===== config.mk =====
export PLATFORM = sky130hd
export DESIGN_NAME = tdcf_regs_block
export DESIGN_NICKNAME = d
export VERILOG_FILES = /design/src/pkg/tdcf_pkg.sv /design/src/rtl/tdcf_regs_block.sv
export VERILOG_INCLUDE_DIRS = /design/src /design/src/pkg
export SDC_FILE = /design/constraint.sdc
export NUM_CORES = 1
export LEC_CHECK = 0
export ABC_AREA = 1
export BUFFER_PORTS_ARGS = -buffer_cell sky130_fd_sc_hd__buf_2
export CAP_MARGIN = 20
export CORE_MARGIN = 4
export CORE_UTILIZATION = 48
export CTS_BUF_LIST = sky130_fd_sc_hd__clkbuf_16
export DETAILED_ROUTE_END_ITERATION = 8
export GPL_ROUTABILITY_DRIVEN = 0
export GPL_TIMING_DRIVEN = 0
export PLACE_DENSITY_LB_ADDON = 0.05
export SLEW_MARGIN = 20
export SYNTH_ARGS = -nofsm -noshare
export SYNTH_HDL_FRONTEND = slang
export SYNTH_SLANG_ARGS = --single-unit

===== constraint.sdc =====
create_clock -name clk -period 2.5 [get_ports clk]
set_input_delay 0.5 -clock clk [delete_from_list [all_inputs] [get_ports clk]]
set_output_delay 0.5 -clock clk [all_outputs]
set_load 0.01 [all_outputs]

===== src/pkg/tdcf_regs.svh =====
// Offsets, reset values and field positions of the threshold, DAC and cable fault registers.
// Assumes the command byte of a single-byte read or write selects one register.
`ifndef TDCF_REGS_SVH
`define TDCF_REGS_SVH
`define TDCF_CMD_COMPARATOR_THRESHOLDS 8'heb
`define TDCF_CMD_SUPPLY_VOLTAGE_NOMINAL 8'hec
`define TDCF_CMD_CABLE_DROP_LIMIT 8'hed
`define TDCF_CMD_CURRENT_DAC_CODE 8'hf0
`define TDCF_CMD_VOLTAGE_DAC_CODE 8'hf1
`define TDCF_RST_COMPARATOR_THRESHOLDS 8'hff
`define TDCF_RST_SUPPLY_VOLTAGE_NOMINAL 8'h9d
`define TDCF_RST_CABLE_DROP_LIMIT 8'hff
`define TDCF_RST_CURRENT_DAC_CODE 8'h00
`define TDCF_RST_VOLTAGE_DAC_CODE 8'h00
`define TDCF_DAC_CODE_MSB 5
`define TDCF_DAC_DISCONNECT_BIT 5
`endif


===== src/pkg/tdcf_pkg.sv =====
// Types shared by the threshold, DAC and cable fault register block.
// Assumes the command byte and data byte arrive together from the management bus engine.
package tdcf_pkg;
   typedef struct packed {
      logic write;
      logic read;
      logic [7:0] command;
      logic [7:0] data;
   } tdcf_byte_req_t;

   typedef struct packed {
      logic valid;
      logic hit;
      logic [7:0] data;
   } tdcf_byte_rsp_t;

   typedef struct packed {
      logic status_byte_unknown;
      logic status_word_unknown;
      logic input_cable_fault_bit;
      logic alert;
   } tdcf_fault_t;
endpackage : tdcf_pkg


===== src/rtl/tdcf_regs_block.sv =====
// Five byte-wide configuration registers plus input cable fault detection.
// Assumes a management bus engine delivers decoded single-byte reads and writes,
// the ADC supplies a 10-bit input voltage reading on this clock, and the status
// block supplies the alert mask bit and a one-cycle clear-faults strobe.
`timescale 1ns/1ps
`include "tdcf_regs.svh"

// Contract
// - Threshold register holds two 4-bit codes, bits 3:0 and 7:4.
// - Threshold nibbles drive the DACs continuously and reset to all ones.
// - Supply register holds low eight bits of 10-bit voltage, reset 0x9d.
// - Cable drop register holds 8-bit limit, reset 0xff.
// - Continuously compare supply minus measured input against cable drop limit.
// - Difference above limit sets cable fault flags and alert.
// - Fault sets unknown bits of status byte, status word, and vendor status.
// - Alert suppressed while the unknown-fault mask bit is set.
// - Fault and alert clear only after drop falls and clear-faults follows.
// - Current DAC register holds 6-bit sink code, reset 0x00.
// - Current DAC code top bit set disconnects the pin.
// - Voltage DAC register holds 6-bit code up to 0x3f, reset 0x00.
// - Registers reached only by single-byte reads and writes.
module tdcf_regs_block (
   input wire logic clk,
   input wire logic reset,
   input wire tdcf_pkg::tdcf_byte_req_t bus_req,
   input wire logic [9:0] input_voltage_reading,
   input wire logic unknown_alert_mask,
   input wire logic clear_faults,
   output tdcf_pkg::tdcf_byte_rsp_t bus_rsp,
   output logic [3:0] first_comparator_threshold,
   output logic [3:0] second_comparator_threshold,
   output logic [5:0] current_dac_pin_code,
   output logic current_dac_pin_enable,
   output logic [5:0] voltage_dac_pin_code,
   output tdcf_pkg::tdcf_fault_t input_cable_fault_flags
);

   function automatic logic [7:0] lookup(
      input logic [7:0] cmd,
      input logic [7:0] thr,
      input logic [7:0] sup,
      input logic [7:0] drp,
      input logic [7:0] cur,
      input logic [7:0] vol
   );
      logic [7:0] v;
      v = 8'h00;
      unique case (cmd)
         `TDCF_CMD_COMPARATOR_THRESHOLDS: begin
            v = thr;
         end
         `TDCF_CMD_SUPPLY_VOLTAGE_NOMINAL: begin
            v = sup;
         end
         `TDCF_CMD_CABLE_DROP_LIMIT: begin
            v = drp;
         end
         `TDCF_CMD_CURRENT_DAC_CODE: begin
            v = cur;
         end
         `TDCF_CMD_VOLTAGE_DAC_CODE: begin
            v = vol;
         end
         // Unmapped commands read as zero rather than aliasing onto a real register
         default: begin
            v = 8'h00;
         end
      endcase
      return v;
   endfunction : lookup

   function automatic logic is_mapped(
      input logic [7:0] cmd
   );
      logic hit;
      hit = 1'b0;
      unique case (cmd)
         `TDCF_CMD_COMPARATOR_THRESHOLDS,
         `TDCF_CMD_SUPPLY_VOLTAGE_NOMINAL,
         `TDCF_CMD_CABLE_DROP_LIMIT,
         `TDCF_CMD_CURRENT_DAC_CODE,
         `TDCF_CMD_VOLTAGE_DAC_CODE: begin
            hit = 1'b1;
         end
         default: begin
            hit = 1'b0;
         end
      endcase
      return hit;
   endfunction : is_mapped

   // Both strobes high is no legal single-byte transfer, so such a request is dropped
   function automatic logic is_write(
      input tdcf_pkg::tdcf_byte_req_t req
   );
      return req.write && !req.read;
   endfunction : is_write

   function automatic logic is_read(
      input tdcf_pkg::tdcf_byte_req_t req
   );
      return req.read && !req.write;
   endfunction : is_read

   function automatic logic write_hits(
      input tdcf_pkg::tdcf_byte_req_t req,
      input logic [7:0] cmd
   );
      return is_write(req) && (req.command == cmd);
   endfunction : write_hits

   // Only six code bits exist; bits 7:6 always read back as zero
   function automatic logic [7:0] dac_field(
      input logic [7:0] data
   );
      return {2'h0, data[`TDCF_DAC_CODE_MSB:0]};
   endfunction : dac_field

   // Negative when the input sits above the programmed supply, so that case never faults
   function automatic logic signed [11:0] cable_drop(
      input logic [9:0] reading,
      input logic [7:0] supply
   );
      return $signed({2'b00, reading[9:8], supply}) - $signed({2'b00, reading});
   endfunction : cable_drop

   logic [7:0] thresholds_q, thresholds_d;
   logic [7:0] supply_q, supply_d;
   logic [7:0] drop_q, drop_d;
   logic [7:0] cur_dac_q, cur_dac_d;
   logic [7:0] vol_dac_q, vol_dac_d;
   tdcf_pkg::tdcf_byte_rsp_t rsp_q, rsp_d;

   // Cable fault state
   logic fault_q, fault_d;
   logic alert_q, alert_d;
   logic over_limit;
   logic signed [11:0] drop_now;

   // Comparator thresholds
   always_comb begin
      thresholds_d = thresholds_q;
      if (write_hits(bus_req, `TDCF_CMD_COMPARATOR_THRESHOLDS)) begin
         thresholds_d = bus_req.data;
      end
   end

   always_ff @(posedge clk) begin
      if (reset) begin
         thresholds_q <= `TDCF_RST_COMPARATOR_THRESHOLDS;
      end else begin
         thresholds_q <= thresholds_d;
      end
   end

   // Supply voltage low byte
   always_comb begin
      supply_d = supply_q;
      if (write_hits(bus_req, `TDCF_CMD_SUPPLY_VOLTAGE_NOMINAL)) begin
         supply_d = bus_req.data;
      end
   end

   always_ff @(posedge clk) begin
      if (reset) begin
         supply_q <= `TDCF_RST_SUPPLY_VOLTAGE_NOMINAL;
      end else begin
         supply_q <= supply_d;
      end
   end

   // Cable drop limit
   always_comb begin
      drop_d = drop_q;
      if (write_hits(bus_req, `TDCF_CMD_CABLE_DROP_LIMIT)) begin
         drop_d = bus_req.data;
      end
   end

   always_ff @(posedge clk) begin
      if (reset) begin
         drop_q <= `TDCF_RST_CABLE_DROP_LIMIT;
      end else begin
         drop_q <= drop_d;
      end
   end

   // Current DAC code; bit 5 set parks the DAC off its pin but the code is kept
   always_comb begin
      cur_dac_d = cur_dac_q;
      if (write_hits(bus_req, `TDCF_CMD_CURRENT_DAC_CODE)) begin
         cur_dac_d = dac_field(bus_req.data);
      end
   end

   always_ff @(posedge clk) begin
      if (reset) begin
         cur_dac_q <= `TDCF_RST_CURRENT_DAC_CODE;
      end else begin
         cur_dac_q <= cur_dac_d;
      end
   end

   // Voltage DAC code
   always_comb begin
      vol_dac_d = vol_dac_q;
      if (write_hits(bus_req, `TDCF_CMD_VOLTAGE_DAC_CODE)) begin
         vol_dac_d = dac_field(bus_req.data);
      end
   end

   always_ff @(posedge clk) begin
      if (reset) begin
         vol_dac_q <= `TDCF_RST_VOLTAGE_DAC_CODE;
      end else begin
         vol_dac_q <= vol_dac_d;
      end
   end

   // Read answer stands for exactly one cycle after the read is taken
   always_comb begin
      rsp_d = '0;
      if (is_read(bus_req)) begin
         rsp_d.valid = 1'b1;
         rsp_d.hit = is_mapped(bus_req.command);
         rsp_d.data = lookup(bus_req.command, thresholds_q, supply_q, drop_q, cur_dac_q, vol_dac_q);
      end
   end

   always_ff @(posedge clk) begin
      if (reset) begin
         rsp_q <= '0;
      end else begin
         rsp_q <= rsp_d;
      end
   end

   // Supply high bits follow the live reading, as the host does when it rebuilds the code
   always_comb begin
      drop_now = cable_drop(input_voltage_reading, supply_q);
      over_limit = drop_now > $signed({4'h0, drop_q});
   end

   // Fault flag: a new over-limit condition beats a clear in the same cycle
   always_comb begin
      fault_d = fault_q;
      if (clear_faults && !over_limit) begin
         fault_d = 1'b0;
      end
      if (over_limit) begin
         fault_d = 1'b1;
      end
   end

   always_ff @(posedge clk) begin
      if (reset) begin
         fault_q <= 1'b0;
      end else begin
         fault_q <= fault_d;
      end
   end

   // Mask is looked at every cycle the drop is over limit; a masked fault raises the alert if the mask drops while still over
   always_comb begin
      alert_d = alert_q;
      if (clear_faults && !over_limit) begin
         alert_d = 1'b0;
      end
      if (over_limit && !unknown_alert_mask) begin
         alert_d = 1'b1;
      end
   end

   always_ff @(posedge clk) begin
      if (reset) begin
         alert_q <= 1'b0;
      end else begin
         alert_q <= alert_d;
      end
   end

   // Register and pin outputs are wired from the flops above; only the current DAC pin enable is inverted
   always_comb begin
      bus_rsp = rsp_q;
      first_comparator_threshold = thresholds_q[3:0];
      second_comparator_threshold = thresholds_q[7:4];
      current_dac_pin_code = cur_dac_q[5:0];
      current_dac_pin_enable = !cur_dac_q[`TDCF_DAC_DISCONNECT_BIT];
      voltage_dac_pin_code = vol_dac_q[5:0];
   end

   // All three status bits mirror one flag; they differ only in which status register shows them
   always_comb begin
      input_cable_fault_flags.status_byte_unknown = fault_q;
      input_cable_fault_flags.status_word_unknown = fault_q;
      input_cable_fault_flags.input_cable_fault_bit = fault_q;
      input_cable_fault_flags.alert = alert_q;
   end

endmodule : tdcf_regs_block

* Word-level counts from Yosys, hierarchy flattened
Index checks and enable logic that the tools add are counted.
Operators by class: mux-type cells 6, eq/ne operators 5, bitwise gates (word level) 1, add/sub/neg operators 1, magnitude comparators 1, reduce and logical (&&, ||, !) cells 18
Operators by type and width (count):
- $eq A8 B8 Y1 const B | 5
- $pmux W8 S5 | 1
- $gt A11 B9 Y1 | 1
- $sub A10 B10 Y11 | 1
- $mux W10 | 1
- $logic_and A1 B1 Y1 | 9
- $logic_not A1 Y1 | 5
- $reduce_or A5 Y1 | 1
- $mux W1 | 4
- $reduce_bool A2 Y1 | 2
- $reduce_or A2 Y1 | 1
- $not A1 Y1 | 1
Word-level totals: logic and storage cells 42, register bits after elaboration 48, output and inout bits 35, bits of input ports 32

* Logic depth before layout (Yosys ltp)
Gate-level depths: netlist (run 1).
word-level depth 6, depth in mapped cells 20, gate-level depth less buffers 20

* Worst setup path before layout (run 1)
Ideal clock, no wire load.
path kind input-to-reg, start input input_voltage_reading[0], end register alert_q, arrival time 2.384 ns, setup slack -0.003 ns, library setup time 0.119 ns, path buffers 0, stages 19, data required time 2.381 ns, cell sequence ha_1 > inv_1 > fa_1 > nand3_1 > nand2_1 > nand3_1 > nand2_1 > xor2_1 > ha_1 > nand2_1 > inv_1 > a21oi_1 > nand2_1 > nand2_1 > nand2_1 > nand2_1 > nand2_1 > nand2_1 > a21oi_1
Between the ends: word-level cells in the longest chain between the ends 5, elaborated cells between the ends (all ways) 7, those cells by class add/sub (1); order compare (1); mux (1); reduce/logical (4)
Ends and longest elaborated chain:
- start: declaration | line tdcf_regs_block.sv:26 | input wire logic [9:0] input_voltage_reading,
- $sub A10 B10 Y11 (*) | line tdcf_regs_block.sv:124 | return $signed({2'b00, reading[9:8], supply}) - $signed({2'b00, reading});
- $gt A11 B9 Y1 (*) | line tdcf_regs_block.sv:241 | over_limit = drop_now > $signed({4'h0, drop_q});
- $logic_not A1 Y1 | line tdcf_regs_block.sv:266 | if (clear_faults && !over_limit) begin
- $logic_and A1 B1 Y1 | line tdcf_regs_block.sv:266
- $reduce_bool A2 Y1 (no line)
- end signal: assignment | line tdcf_regs_block.sv:278 | alert_q <= alert_d;
- end: declaration | line tdcf_regs_block.sv:136 | logic alert_q, alert_d;
Mark *: on every way between the ends. The rest lies on a longest branch, timed or not. A chain may end at the register's enable or synchronous reset.

* Final worst setup path (run 1)
start register supply_q[0], end register alert_q
Between the ends: word-level cells in the longest chain between the ends 5, elaborated cells between the ends (all ways) 7, those cells by class add/sub (1); order compare (1); mux (1); reduce/logical (4)
Ends and longest elaborated chain:
- start: declaration | line tdcf_regs_block.sv:128 | logic [7:0] supply_q, supply_d;
- start signal: assignment | line tdcf_regs_block.sv:166 | supply_q <= `TDCF_RST_SUPPLY_VOLTAGE_NOMINAL;
- start signal: assignment | line tdcf_regs_block.sv:168 | supply_q <= supply_d;
- $sub A10 B10 Y11 (*) | line tdcf_regs_block.sv:124
- $gt A11 B9 Y1 (*) | line tdcf_regs_block.sv:241
- $logic_not A1 Y1 | line tdcf_regs_block.sv:266
- $logic_and A1 B1 Y1 | line tdcf_regs_block.sv:266
- $reduce_bool A2 Y1 (no line)
Marked as above.

==> metrics.md, run 1 <==
| Metric | Value |
|---|---|
| Hold Slack | 453 ps |
| Slew Viols, Final | 0 |
| Vias in the first global route | between 2,000 and 2,500 |
| Largest cells by area after synthesis | dfxtp_1 (37%), nand2_1 (11%), inv_1 (8.0%) |
| Pin count of the biggest net entering global routing | 15 |
| Rows | 26 |
| Ports | 67 |
| Post-Route Skew | 7.45 ps |
| Syn-to-layout area delta | 29.3% |
| Layout cells sized above 1 | 0.295 |
| Initial antenna violation count | 0 |
| Final worst path period need | 2410 ps |
| Status | complete, no violations |
| Chip height | a little over 80 µm |
| Placed Instances | 488 |
| Initial Utilization | 0.499 |
| H-tree depth | 2 |
| Commonest non-fill, non-tap cell in the layout | nand2_1 |
| Post-Place Worst Slack | -277 ps |
| Cts hold-fix bufs | 0 |
| Startpoint types | flop |
| Synthesized area per cell | roughly 7.3 µm² |
| Syn Nets | 403 |
| Worst Tran Pin Value | approximately 560 ps |
| PD cells | roughly 540 nW/µm² |
| RSZ-0062 raised after global routing | yes |
| Final setup margin | slightly above 90 ps |
| Max Clk Rate | 415 MHz |
| Count of non-filler cells in the finished layout | 507 |
| Origin of the worst setup path | supply_q[0]$_SDFFE_PP1P_ |
| Fin crit share | 0.963 |
| Setup TNS | 0 ps |
| Clock transition at path regs | 60 ps |
| Unique masters post-synth | 32 |
| Worst slew margin | 0.624 |
| Worst EP arrival | 2590 ps |
| Worst Reg-to-Reg Cells | 20 |
| Reg2reg start | supply_q[0]$_SDFFE_PP1P_ |
| Placed Area | approximately 3000 µm² |
| Leak Pwr | approximately 1.7 nW |
| Max clock buf depth | 2 |
| Max_cap viols | 0 |
| CTS Buf Count | 5 |
| Flop-to-flop setup slack | approximately 93 ps |
| DRC Markers | 0 |
| First-pass GRT wire length | 11,100 µm |
| VDD IR max | 0.338 mV |
| Final Cell Area | between 3000 and 4000 µm² |
| Footprint of the multi-input gates | between 1000 and 1500 µm² |
| Finished Core Util | 0.645 |
| Most frequent cells in the layout | nand2_1 (70), buf_2 (66), inv_1 (53) |
| FF-to-FF End | alert_q$_SDFFE_PP0P_ |
| Final setup fails | 0 |
| Critical Path RT | 2680 ps |
| Crit end category | flop |
| Hold Fails Final Rpt | 0 |
| Ant. Diodes | 0 |
| Latest clock arrival within the worst-skew pair | about 290 ps |
| FF+latch count, synth | 48 |
| Die Wd | around 81 µm |
| CP Class | reg2reg |
| DR vias | 2,575 |
| Crit path to | alert_q$_SDFFE_PP0P_ |
| Final nets | 486 |
| Post-synth top area share | 0.372 |
| Syn. warnings | 0 |
| Synth Instances | 354 |
| Placeable Area | 5170 µm² |
| Largest area contributor in the synthesized netlist | dfxtp_1 |
| Fill cells | 515 |
| Post-synthesis sequential area ratio | 0.372 |
| Area of the mapped netlist | 2580 µm² |
| Port-buffer cells | 64 |
| Detailed placement HPWL | 5090 µm |
| Path category of the worst min-delay check | in2reg |
| Routed WL per cell | 13.2 µm |
| Vias per cell | 5.08 |
| Post-route ant nets | 0 |
| FF+latch area | 962 µm² |
| CP max FO | 3 |
| Die footprint | between 6000 and 7000 µm² |
| Final wirelength | 6710 µm |
| Total Power | 1.81 mW |
| TritonCTS clock tree | yes |
| Overall global routing resource usage | 0.218 |
| Root Driver | clkbuf_16 |
| Initial DRC count | roughly 140 |
| CTS Sinks | 48 |
| Drt pass-1 iters | 4 |
| Total grt overflow | 0 |
final cells by class:
class	count	area share
well taps	70	0.0262
plain buffers	11	0.0221
inverters	60	0.0675
repair buffers	76	0.123
multi-input cells	235	0.417
flip-flops and latches	48	0.288
clock inverters	2	0.0180
clock buffers	5	0.0375
critical path, stage by stage, from the launching register on:
cell and delay (ps):
dfxtp_1 300, inv_2 70, ha_4 130, inv_2 40, fa_2 350, nand3_2 80, nand2_2 60, nand3_2 70
nand2_2 60, xor2_1 140, ha_1 300, nand2_2 110, inv_1 60, a21oi_2 120, nand2_1 50, nand2_1 50
nand2_1 40, nand2_1 60, nand2_1 50, nand2_1 80, a21oi_1 60
synth_stat cells (all sizes together):
cell and n:
nand2 79, inv 59, dfxtp 48, a21oi 34, nand3 33, o21ai 24
nor2 22, ha 16, o22ai 9, buf 8, xor2 6, o211ai 4
clkbuf 3, nor3 3, a211oi 2, clkinv 1, fa 1, nand4 1
o21bai 1
registers in the layout, indices dropped and copies added, names as in the netlist:
name	flops
fault_q	1
thresholds_q	8
vol_dac_q	6
alert_q	1
drop_q	8
cur_dac_q	6
bus_rsp	10
supply_q	8
per-layer routing:
layer / GRT usage / part of all wire / up-vias
li1: - / - / 1326
met1: 0.308 / 0.47 / 1157
met2: 0.349 / 0.46 / 89
met3: 0.0377 / 0.066 / 3
met4: 0.0456 / 0.0045 / 0
met5: 0 / 0 / -
what timing repair did:
item	CTS	global route
pin swaps	4	6
gates resized for setup	8	10
setup endpoints to repair	2	2
hold endpoints to repair	0	0
setup buffers	8	4
kinds of logic after synthesis:
family / count (synthesis) / synth area share
compound gates: 74 / 0.161
fa+ha+maj: 17 / 0.0853
simple gates: 138 / 0.245
buf+inv: 71 / 0.116
flops: 48 / 0.372
xor+xnor: 6 / 0.0204
how the worst min path moves through the flow:
stage,startpoint,to,slack [ps],cells past startpoint
global placement,drop_q[2]$_SDFFE_PP1P_,drop_q[2]$_SDFFE_PP1P_,450,2
detailed placement,drop_q[2]$_SDFFE_PP1P_,drop_q[2]$_SDFFE_PP1P_,460,2
finish,bus_req[7],supply_q[7]$_SDFFE_PP1P_,450,3
global route,reset,fault_q$_SDFFE_PP0P_,470,2
floorplan,drop_q[1]$_SDFFE_PP1P_,drop_q[1]$_SDFFE_PP1P_,440,2
CTS,bus_req[7],supply_q[7]$_SDFFE_PP1P_,450,3
power by group:
part	total (mW)	leakage, nW	switching, mW	internal [mW]
combinational	0.192	1.26	0.109	0.0824
clock	0.847	0.0899	0.280	0.567
sequential	0.770	0.387	0.00196	0.768
No activity file was read; power rests on OpenSTA's default activity.
==> run 2: changes to the inputs <==
ABC_AREA = default   (was 1)
SLEW_MARGIN = 30   (was 20)
==> run 2 against run 1 <==
- clock skew down 4.0 ps
- worst hold slack worse by 13 ps
- global-route usage down 0.36 points
- critical path type unchanged
- setup slack worse by 310 ps
- clock power down 26%
- the flow now finishes with violations (setup timing)
- non-clock buffer count down 7
==> metrics.md, run 2 <==
| Metric | Value |
|---|---|
| Status | finished, violations left |
| Failing checks | setup timing |
| Path category of the worst min-delay check | in2reg |
| CP Class | reg2reg |
| FF+latch count, synth | 48 (unchanged) |
| Critical Path RT | 2650 ps (-30 ps) |
| Origin of the worst setup path | supply_q[0]$_SDFFE_PP1P_ |
| Initial DRC count | 115 (-17%) |
| Worst Reg-to-Reg Cells | 14 (-30%) |
| Setup TNS | -360 ps (-360 ps) |
| VDD IR max | 0.306 mV (-9.4%) |
| Post-route ant nets | 0 (unchanged) |
| H-tree depth | 2 (unchanged) |
| Slew Viols, Final | 0 (unchanged) |
| Largest area contributor in the synthesized netlist | dfxtp_1 |
| Largest cells by area after synthesis | dfxtp_1 (37%), ha_1 (7.8%), a211o_1 (7.2%) |
| M1 GR Usage | 0.273 (-0.0345) |
| Hold_sp | bus_req[17] |
| Flop-to-flop setup slack | -210 ps (-310 ps) |
| Worst EP arrival | 2860 ps (+270 ps) |
| Fin crit share | 1.09 (+0.122) |
| Routed WL per cell | 16.0 µm (+21%) |
| Detailed placement HPWL | 5180 µm (+1.7%) |
| RSZ-0062 raised after global routing | yes |
| Ant. Diodes | 0 (unchanged) |
| Port-buffer cells | 63 (-1.6%) |
| TritonCTS clock tree | yes |
| Crit end category | flop |
| Vias per cell | 5.44 (+7.2%) |
| Synthesized area per cell | 9.11 µm² (+25%) |
| Root Driver | clkbuf_16 |
| Latest clock arrival within the worst-skew pair | 280 ps (about the same) |
| PD cells | 496 nW/µm² (-8.5%) |
| Final wirelength | 6800 µm (+1.3%) |
| Initial Utilization | 0.500 (+0.000968) |
| Synth Instances | 282 (-20%) |
| Total grt overflow | 0 (unchanged) |
| Placed Area | 3000 µm² (+0.33%) |
| Reg2reg start | supply_q[0]$_SDFFE_PP1P_ |
| Max reg flops | 10 (unchanged) |
| Gr busiest metal | met2 |
| CP max FO | 3 (unchanged) |
| Chip height | 81.2 µm (-0.20%) |
| CTS Sinks | 48 (unchanged) |
| First-pass GRT wire length | 10,700 µm (-3.1%) |
| Met2 usage | 0.371 (+0.0226) |
| Post-synthesis sequential area ratio | 0.374 (+0.00163) |
| Final Cell Area | 3150 µm² (-5.5%) |
| Finished Core Util | 0.614 (-0.0315) |
| Syn-to-layout area delta | 22.7% |
| Post-synth top flop | dfxtp_1 |
| Total Power | 1.56 mW (-13%) |
| Die Wd | 81.2 µm (-0.20%) |
| Ports | 67 (unchanged) |
| Cts hold-fix bufs | 0 (unchanged) |
| Crit path to | alert_q$_SDFFE_PP0P_ |
| Hold Fails Final Rpt | 0 (unchanged) |
| DRC Markers | 0 (unchanged) |
| Count leader, synth | dfxtp_1 |
| Count of non-filler cells in the finished layout | 425 (-16%) |
| Clock transition at path regs | 60 ps (about the same) |
| Post-Route Skew | 3.43 ps (-4.03 ps) |
| Max clock buf depth | 2 (unchanged) |
| Top cells by count, synth | dfxtp_1 (48), nor2_1 (25), a211o_1 (21) |
| Leak Pwr | 1.57 nW (-9.1%) |
| CTS Buf Count | 5 (unchanged) |
| FF-to-FF End | alert_q$_SDFFE_PP0P_ |
| Hold Slack | 440 ps (-13.3 ps) |
| Worst slew margin | 0.534 (-0.0902) |
| Unique masters post-synth | 41 (+28%) |
| Area of the mapped netlist | 2570 µm² (-0.44%) |
| Vias in the first global route | 2,220 (-5.9%) |
| Initial antenna violation count | 0 (unchanged) |
| M3 GR Usage | 0.0399 (+0.00222) |
| Die footprint | 6590 µm² (-0.39%) |
| Final setup fails | 2 (+2) |
| Startpoint types | flop |
| FFs w/ async S/R, synth | 0 (unchanged) |
| Fill cells | 482 (-6.4%) |
| DR vias | 2,313 (-10%) |
| Overall global routing resource usage | 0.215 (-0.00359) |
| Max Clk Rate | 369 MHz (-11%) |
| Final worst path period need | 2710 ps (+306 ps) |
| Layout cells sized above 1 | 0.276 (-0.0191) |
| Syn. warnings | 0 (unchanged) |
| Most frequent cells in the layout | buf_2 (64), dfxtp_1 (47), nor2_1 (25) |
| Max_cap viols | 0 (unchanged) |
| Final nets | 403 (-17%) |
| Worst Tran Pin Value | 697 ps (+134 ps) |
| Rows | 26 (unchanged) |
| Post-Place Worst Slack | -559 ps (-282 ps) |
| Commonest non-fill, non-tap cell in the layout | buf_2 |
| Placed Instances | 415 (-15%) |
| Drt pass-1 iters | 4 (unchanged) |
| Post-synth top area share | 0.374 (+0.00163) |
| Final setup margin | -213 ps (-306 ps) |
| Syn Nets | 331 (-18%) |
| Pin count of the biggest net entering global routing | 14 (-1) |
| Placeable Area | 5140 µm² (-0.63%) |
| Post-synth EDFFs | 0 (unchanged) |
==> run 2: worst min-delay path by stage <==
stage,depth (start not counted),slack (ps),end
after global placement,1,450,supply_q[0]$_SDFFE_PP1P_
after global routing,2,450,bus_rsp[9]$_SDFF_PP0_
after detailed placement,1,450,supply_q[0]$_SDFFE_PP1P_
final,2,440,bus_rsp[9]$_SDFF_PP0_
after CTS,2,430,bus_rsp[9]$_SDFF_PP0_
after floorplan,1,440,supply_q[0]$_SDFFE_PP1P_
==> run 2: layout make-up <==
type                            count  area, µm²  share of cell area
Tap cell                           70       87.6              0.0278
Multi-Input combinational cell    199       1480               0.468
Clock inverter                      3       11.3             0.00357
Inverter                           20       75.1              0.0238
Buffer                             15       87.6              0.0278
Sequential cell                    48        962               0.305
Clock buffer                        5        125              0.0397
Timing Repair Buffer               65        330               0.105
==> run 2: kinds of logic after synthesis <==
family / Yosys count / synth area share
and+or+nand+nor: 85 / 0.174
AOI/OAI and AO/OA: 66 / 0.180
xor gates and xnor gates: 6 / 0.0204
DFF: 48 / 0.374
buffers and inverters: 35 / 0.0633
adders and majority gates: 17 / 0.0857
muxes: 25 / 0.102
==> run 2: what timing repair did <==
item                                    4_1_cts  5_1_grt
pin swaps                                     4        3
endpoints found under the setup margin        2        2
gates resized for setup                       2        1
buffers inserted                              2        0
==> run 2: metal layers <==
metal | vias up | routed length, µm
met5 | - | 0
met4 | 0 | 55
met3 | 5 | 387
met2 | 76 | 3320
met1 | 1081 | 3040
li1 | 1151 | -
==> run 2: worst max-delay path: stages (launching register included) <==
cell and delay (ps):
dfxtp_2 320, inv_2 70, ha_4 130, inv_2 30, fa_2 350, a211oi_2 190
o21bai_1 110, a21oi_1 170, xnor2_1 140, ha_1 260, o21ai_1 80, nor2_1 60
o41a_1 380, o221ai_1 170, o21ai_1 90
==> run 2: power breakdown <==
group | switching [mW] | internal [mW] | total (mW) | leakage, nW
logic | 0.0930 | 0.0744 | 0.167 | 1.11
clock network | 0.267 | 0.360 | 0.627 | 0.0738
registers | 0.00213 | 0.768 | 0.770 | 0.387
